$ cat src/core/pabfs_regs.svh
// Register offsets, field positions and reset values of the port A/B function select block.
// How it works
// [RL1] Port A line 2: codes 00-10 I/O+ext_interrupt_one, 11 LCD2.
// [RL2] Port A line 1: I/O+ext_interrupt_zero, 10 serial out, 11 LCD1.
// [RL3] Port A line 0: I/O, 10 timer out, 11 LCD0.
// [RL4] Port B line 3: I/O, compact timer, LCD11, analog7.
// [RL5] Port B line 2: I/O+timer clock, timer, LCD10, analog2.
// [RL6] Port B line 1: I/O+ext_interrupt_one, LCD9, analog1, crystal two.
// [RL7] Port B line 0: I/O+ext_interrupt_zero, 01 LCD8, rest I/O+ext_interrupt_zero.
// [RL8] All fields read/write, reset to 00.
// [RL9] Software sets direction input for shared inputs.
// [RL10] Software disables peripheral before reselecting pin.
`ifndef PABFS_REGS_SVH
`define PABFS_REGS_SVH
`define PABFS_OFF_PA_LOW 12'h000
`define PABFS_OFF_PA_HIGH 12'h004
`define PABFS_OFF_PB_LOW 12'h008
`define PABFS_RESET_VALUE 8'h00
`define PABFS_FLD_LINE0 1:0
`define PABFS_FLD_LINE1 3:2
`define PABFS_FLD_LINE2 5:4
`define PABFS_FLD_LINE3 7:6
`endif

$ cat src/core/pabfs_pkg.sv
// Types of the port A/B function select block.
package pabfs_pkg;
	typedef enum logic [3:0] {
		PABFS_FN_GPIO,
		PABFS_FN_GPIO_EXT_INTERRUPT_ZERO,
		PABFS_FN_GPIO_EXT_INTERRUPT_ONE,
		PABFS_FN_GPIO_TCK,
		PABFS_FN_STD_TIMER,
		PABFS_FN_CMP_TIMER,
		PABFS_FN_SERIAL_OUT,
		PABFS_FN_LCD,
		PABFS_FN_ANALOG,
		PABFS_FN_CRYSTAL
	} pabfs_func_t;
	typedef struct packed {
		logic [11:0] paddr;
		logic pwrite;
		logic [31:0] pwdata;
	} pabfs_apb_req_t;
	typedef struct packed {
		pabfs_func_t func;
		logic [3:0] lcd_line;
		logic [2:0] analog_chan;
	} pabfs_pin_sel_t;
endpackage

$ cat src/core/pabfs_field_reg.sv
// One software-written 8-bit selection register.
`timescale 1ns/10ps
`default_nettype none
`include "pabfs_regs.svh"
module pabfs_field_reg (
	input wire logic pclk,
	input wire logic presetn,
	input wire logic wr_en,
	input wire logic [7:0] wr_data,
	output logic [7:0] value
);
	always_ff @(posedge pclk or negedge presetn) begin
		if (!presetn) begin
			value <= `PABFS_RESET_VALUE; // RL8
		end else if (wr_en) begin
			value <= wr_data;
		end
	end
endmodule
`default_nettype wire

$ cat src/core/pabfs_decode.sv
// Decodes one 2-bit selection field into a pin function for a given pin.
`timescale 1ns/10ps
`default_nettype none
module pabfs_decode #(
	parameter logic [2:0] PIN = 3'h0
) (
	input wire logic [1:0] code,
	output pabfs_pkg::pabfs_pin_sel_t sel
);
	import pabfs_pkg::*;
	always_comb begin
		sel = '{func: PABFS_FN_GPIO, lcd_line: 4'h0, analog_chan: 3'h0};
		case (PIN)
			3'h0: begin
				if (code == 2'h2) sel.func = PABFS_FN_STD_TIMER; // RL3
				else if (code == 2'h3) sel = '{PABFS_FN_LCD, 4'h0, 3'h0}; // RL3
			end
			3'h1: begin
				if (code == 2'h2) sel.func = PABFS_FN_SERIAL_OUT; // RL2
				else if (code == 2'h3) sel = '{PABFS_FN_LCD, 4'h1, 3'h0}; // RL2
				else sel.func = PABFS_FN_GPIO_EXT_INTERRUPT_ZERO; // RL2
			end
			3'h2: begin
				if (code == 2'h3) sel = '{PABFS_FN_LCD, 4'h2, 3'h0}; // RL1
				else sel.func = PABFS_FN_GPIO_EXT_INTERRUPT_ONE; // RL1
			end
			3'h3: begin
				case (code)
					2'h1: sel.func = PABFS_FN_CMP_TIMER; // RL4
					2'h2: sel = '{PABFS_FN_LCD, 4'hB, 3'h0}; // RL4
					2'h3: sel = '{PABFS_FN_ANALOG, 4'h0, 3'h7}; // RL4
					default: sel.func = PABFS_FN_GPIO;
				endcase
			end
			3'h4: begin
				case (code)
					2'h1: sel.func = PABFS_FN_STD_TIMER; // RL5
					2'h2: sel = '{PABFS_FN_LCD, 4'hA, 3'h0}; // RL5
					2'h3: sel = '{PABFS_FN_ANALOG, 4'h0, 3'h2}; // RL5
					default: sel.func = PABFS_FN_GPIO_TCK; // RL5
				endcase
			end
			3'h5: begin
				case (code)
					2'h1: sel = '{PABFS_FN_LCD, 4'h9, 3'h0}; // RL6
					2'h2: sel = '{PABFS_FN_ANALOG, 4'h0, 3'h1}; // RL6
					2'h3: sel.func = PABFS_FN_CRYSTAL; // RL6
					default: sel.func = PABFS_FN_GPIO_EXT_INTERRUPT_ONE; // RL6
				endcase
			end
			3'h6: begin
				if (code == 2'h1) sel = '{PABFS_FN_LCD, 4'h8, 3'h0}; // RL7
				else sel.func = PABFS_FN_GPIO_EXT_INTERRUPT_ZERO; // RL7
			end
			default: sel.func = PABFS_FN_GPIO;
		endcase
	end
endmodule
`default_nettype wire

$ cat src/core/pabfs_top.sv
// APB register block and pin function routing for port A lines 0-2 and port B lines 0-3.
`timescale 1ns/10ps
`default_nettype none
`include "pabfs_regs.svh"
module pabfs_top (
	input wire logic pclk,
	input wire logic presetn,
	input wire logic psel,
	input wire logic penable,
	input wire logic pwrite,
	input wire logic [11:0] paddr,
	input wire logic [31:0] pwdata,
	output logic [31:0] prdata,
	output logic pready,
	output logic pslverr,
	output pabfs_pkg::pabfs_pin_sel_t port_a_line_0_sel,
	output pabfs_pkg::pabfs_pin_sel_t port_a_line_1_sel,
	output pabfs_pkg::pabfs_pin_sel_t port_a_line_2_sel,
	output pabfs_pkg::pabfs_pin_sel_t port_b_line_0_sel,
	output pabfs_pkg::pabfs_pin_sel_t port_b_line_1_sel,
	output pabfs_pkg::pabfs_pin_sel_t port_b_line_2_sel,
	output pabfs_pkg::pabfs_pin_sel_t port_b_line_3_sel
);
	import pabfs_pkg::*;
	localparam pabfs_pin_sel_t SEL_RESET = '{func: PABFS_FN_GPIO, lcd_line: 4'h0, analog_chan: 3'h0};

	logic [7:0] pa_low_reg;
	logic [7:0] pa_high_reg;
	logic [7:0] pb_low_reg;
	pabfs_apb_req_t req;
	wire logic access_ph;
	wire logic hit_pa_low;
	wire logic hit_pa_high;
	wire logic hit_pb_low;
	wire logic mapped;
	wire logic [31:0] rd_mux;
	pabfs_pin_sel_t dec [0:6];
	wire logic [13:0] codes;

	assign req = '{paddr: paddr, pwrite: pwrite, pwdata: pwdata};
	assign access_ph = psel && penable;
	assign hit_pa_low = req.paddr == `PABFS_OFF_PA_LOW;
	assign hit_pa_high = req.paddr == `PABFS_OFF_PA_HIGH;
	assign hit_pb_low = req.paddr == `PABFS_OFF_PB_LOW;
	assign mapped = hit_pa_low || hit_pa_high || hit_pb_low;
	assign rd_mux = hit_pa_low ? {24'h000000, pa_low_reg} :
		hit_pa_high ? {24'h000000, pa_high_reg} :
		hit_pb_low ? {24'h000000, pb_low_reg} : 32'h00000000; // RL8

	pabfs_field_reg u_pa_low (
		.pclk(pclk), .presetn(presetn),
		.wr_en(access_ph && req.pwrite && hit_pa_low), // RL8
		.wr_data(req.pwdata[7:0]), .value(pa_low_reg)
	);
	pabfs_field_reg u_pa_high (
		.pclk(pclk), .presetn(presetn),
		.wr_en(access_ph && req.pwrite && hit_pa_high), // RL8
		.wr_data(req.pwdata[7:0]), .value(pa_high_reg)
	);
	pabfs_field_reg u_pb_low (
		.pclk(pclk), .presetn(presetn),
		.wr_en(access_ph && req.pwrite && hit_pb_low), // RL8
		.wr_data(req.pwdata[7:0]), .value(pb_low_reg)
	);

	// Pin index 0-2 is port A lines 0-2, 3-6 is port B lines 3..0.
	assign codes = {pb_low_reg[`PABFS_FLD_LINE0], pb_low_reg[`PABFS_FLD_LINE1],
		pb_low_reg[`PABFS_FLD_LINE2], pb_low_reg[`PABFS_FLD_LINE3],
		pa_low_reg[`PABFS_FLD_LINE2], pa_low_reg[`PABFS_FLD_LINE1], pa_low_reg[`PABFS_FLD_LINE0]};

	genvar g;
	generate
		for (g = 0; g < 7; g++) begin : g_dec
			pabfs_decode #(.PIN(3'(g))) u_dec (
				.code(codes[2*g+1 -: 2]),
				.sel(dec[g])
			);
		end
	endgenerate

	always_ff @(posedge pclk or negedge presetn) begin
		if (!presetn) begin
			prdata <= 32'h00000000;
			pready <= 1'b0;
			pslverr <= 1'b0;
		end else begin
			pready <= psel && !penable;
			pslverr <= psel && !penable && !mapped;
			prdata <= (psel && !penable && !req.pwrite) ? rd_mux : 32'h00000000;
		end
	end

	always_ff @(posedge pclk or negedge presetn) begin
		if (!presetn) begin
			port_a_line_0_sel <= SEL_RESET;
			port_a_line_1_sel <= SEL_RESET;
			port_a_line_2_sel <= SEL_RESET;
			port_b_line_3_sel <= SEL_RESET;
			port_b_line_2_sel <= SEL_RESET;
			port_b_line_1_sel <= SEL_RESET;
			port_b_line_0_sel <= SEL_RESET;
		end else begin
			port_a_line_0_sel <= dec[0]; // RL3
			port_a_line_1_sel <= dec[1]; // RL2
			port_a_line_2_sel <= dec[2]; // RL1
			port_b_line_3_sel <= dec[3]; // RL4
			port_b_line_2_sel <= dec[4]; // RL5
			port_b_line_1_sel <= dec[5]; // RL6
			port_b_line_0_sel <= dec[6]; // RL7
		end
	end
endmodule
`default_nettype wire

$ cat config.mk
export PLATFORM = sky130hd
export DESIGN_NAME = pabfs_top
export DESIGN_NICKNAME = d
export VERILOG_FILES = /design/src/core/pabfs_pkg.sv /design/src/core/pabfs_field_reg.sv /design/src/core/pabfs_decode.sv /design/src/core/pabfs_top.sv
export VERILOG_INCLUDE_DIRS = /design/src /design/src/core
export SDC_FILE = /design/constraint.sdc
export NUM_CORES = 1
export LEC_CHECK = 0
export BUFFER_PORTS_ARGS = -buffer_cell sky130_fd_sc_hd__buf_2
export CAP_MARGIN = 25
export CELL_PAD_IN_SITES_DETAIL_PLACEMENT = 1
export CELL_PAD_IN_SITES_GLOBAL_PLACEMENT = 1
export CORE_ASPECT_RATIO = 1.4
export CORE_MARGIN = 1
export CORE_UTILIZATION = 40
export CTS_CLUSTER_SIZE = 14
export DETAILED_ROUTE_END_ITERATION = 8
export PLACE_DENSITY = 0.79
export REMOVE_ABC_BUFFERS = 1
export SYNTH_ARGS = -nofsm -noshare
export SYNTH_HDL_FRONTEND = slang
export SYNTH_HIERARCHICAL = 1
export SYNTH_SLANG_ARGS = --single-unit
$ cat constraint.sdc
create_clock -name pclk -period 1.4 [get_ports pclk]
set_input_delay 0.07 -clock pclk [delete_from_list [all_inputs] [get_ports pclk]]
set_output_delay 0.07 -clock pclk [all_outputs]
set_load 0.03 [all_outputs]
==> metrics.txt <==
Inst Count DP=about 530; Diodes inserted=0; hold depth=2; largest net degree at the start of global routing=52; Die X=~91 µm; Mapped Area=4392 µm²; Post-DP HPWL=5391 µm; setup slack, reg-to-reg=~310 ps; Final Max Tran Viols=0; startpoint types=input port; slowest CP cell=mux2_4; Pwr Total=roughly 6.5 mW; final wirelength=just over 7000 µm; Critical Path RT=1630 ps; Fin. Hold Viols=0; Rows=between 40 and 50; synth warn=6; GRT Total Usage=0.1357; CP top delay family=simple AND/OR/NAND/NOR gates; total number of vias=~2,200; Core ar.=10,520 µm²; Synth-to-Final Area Change=17.55%; nets=roughly 460; CTS clock-pin slew for the worst setup and hold paths=60 ps; hold endpoint=pready; fin crit share=0.8524; part of the Yosys area used for sequential elements=0.6325; post-synth cell types=31; WL/cell=13.13 µm; hold_sp=psel; Setup TNS Final=0 ps; async set-reset flop share out of synthesis=1.000; maximum vdd drop=0.0005622 V; share of layout cells above drive strength 1=0.4334; Final Non-Filler Cells=551; number of global-route vias before repair=2,402; Worst Path Max Fanout=4; # Max-Cap Violations=0; initial antenna violation count=0; Hold Path Class=input port to register; Reg2Reg Depth=3; syn_area_per_cell=14.49 µm²; worst r2r src=u_pb_low/value[4]; H-tree levels=3; buffers and inverters on the worst path=2; fin util=0.4910; CP cell instances=buf_2 -> nor4_4 -> nand3_1 -> nor4_2 -> buf_4 -> mux2_4; Root Buffer=clkbuf_16; CTS tree=yes; Worst EP arrival=roughly 1400 ps; most common cell after layout, fill and taps aside=dfrtp_1; Initial Utilization=0.4177; TritonCTS Buffers=9; CP endpoint kind=register; Worst Setup Path Type=input port to register; Die ar.=11,410 µm²; Pwr Density=1252 nW/µm²; Max Freq=about 840 MHz; first-pass GRT wire length=11,880 µm; Worst Skew=7.443 ps; initial drt markers=50; RSZ-0062 raised after global routing=false; Port Buffers=111; CP startpoint=paddr[9]; Sink Count=111; Seq cells post-synth=111; Worst-Skew Late Latency=between 300 and 400 ps; Final setup viols=0; commonest non-fill, non-tap cells in the layout=dfrtp_1, buf_2, conb_1; IO Count=160; outcome=finished, final reports clean; largest stage delay on the critical path=300 ps; min Tclk post-route=between 1000 and 1500 ps; Critical R2R Capture=port_b_line_2_sel[7]; Leak Pwr=2.774 nW; Post-DRT Antenna Nets=0; clock buffer depth=2; Via-to-Cell Ratio=4.082; fillers=1,118; GRT overflow=0; number of enable flip-flop cells after synthesis=0; Residual DRC=0; routability cong.=about 0.78; Most used DFF post-synth=dfrtp_1; Die Span Y=roughly 130 µm; Pre-antenna DRT Iters=3; Synth Instances=303
per-stage QoR:
step	instance area, µm²	hold WS [ps]	setup WS (ps)
after floorplan	3908	-225.6	-402.1
after global placement	4768	-25.39	-100.5
after detailed placement	4768	-15.42	-177.9
after CTS	5162	2.754	193.9
after global routing	5162	13.35	142.7
final	5162	10.79	206.7
metal layers:
layer,wire (µm),global-route usage
met5,0,0
met4,96,0.05408
met3,452,0.03986
met2,3804,0.2326
met1,2880,0.1589
registers in the layout, summed over array words and instances (netlist names), 8 cells and up:
register and flops:
port_b_line_0_sel 11, port_a_line_1_sel 11, u_pa_low/value 8, u_pb_low/value 8, port_b_line_2_sel 11, prdata 8, port_a_line_0_sel 11, port_b_line_1_sel 11
port_b_line_3_sel 11, port_a_line_2_sel 11, u_pa_high/value 8
synth_stat cells, types with 2 or more instances:
cell type	n	area (µm²)
inv_1	6	22.52
nor4_4	2	42.54
conb_1	10	37.54
clkbuf_1	5	18.77
o21ai_0	3	15.01
mux2_4	24	360.4
mux2_2	5	56.30
and2_1	4	25.02
a21oi_1	3	15.01
buf_4	83	623.1
ha_1	5	62.56
and3b_1	6	52.55
buf_6	4	45.04
nand2_1	4	15.01
a22oi_1	5	37.54
dfrtp_1	111	2778
nor4_2	2	25.02
nand2b_1	2	12.51
nor2_1	7	26.28
worst max path at each step:
stage / end / slack [ps] / cells past startpoint
6_report: u_pa_high/value[2] / 210 / 6
2_1_floorplan: u_pa_high/value[0] / -400 / 4
3_3_place_gp: u_pa_low/value[0] / -100 / 6
3_5_place_dp: u_pa_high/value[0] / -180 / 6
5_1_grt: u_pa_high/value[3] / 140 / 6
4_1_cts: u_pa_high/value[0] / 190 / 6
cell families after synthesis:
group / Yosys count / share of synthesized area
flops: 111 / 0.6325
buf+inv: 98 / 0.1615
simple gates: 39 / 0.07293
mux: 29 / 0.09487
compound gates: 11 / 0.01538
other cells: 10 / 0.008548
fa+ha+maj: 5 / 0.01425
power by group:
| part | switching (mW) | internal, mW | total (mW) |
|---|---|---|---|
| registers | 0.0146 | 3.27 | 3.28 |
| clock network | 1.08 | 1.62 | 2.69 |
| logic | 0.370 | 0.118 | 0.489 |
what timing repair did:
item                                   4_1_cts  5_1_grt
hold buffers                                 7        0
resized for setup                            0        0
setup buffers                                0        0
endpoints found under the hold margin      127        0
area by class of cell:
type	count	area, µm²	area share
multi-input cells	148	1107	0.2145
clock inverters	5	81.33	0.01575
flip-flops and latches	111	2778	0.5381
repair buffers	132	758.2	0.1469
inverters	6	22.52	0.004363
well taps	138	172.7	0.03345
clock buffers	11	242.7	0.04702
Power figures use the tool's default switching activity.
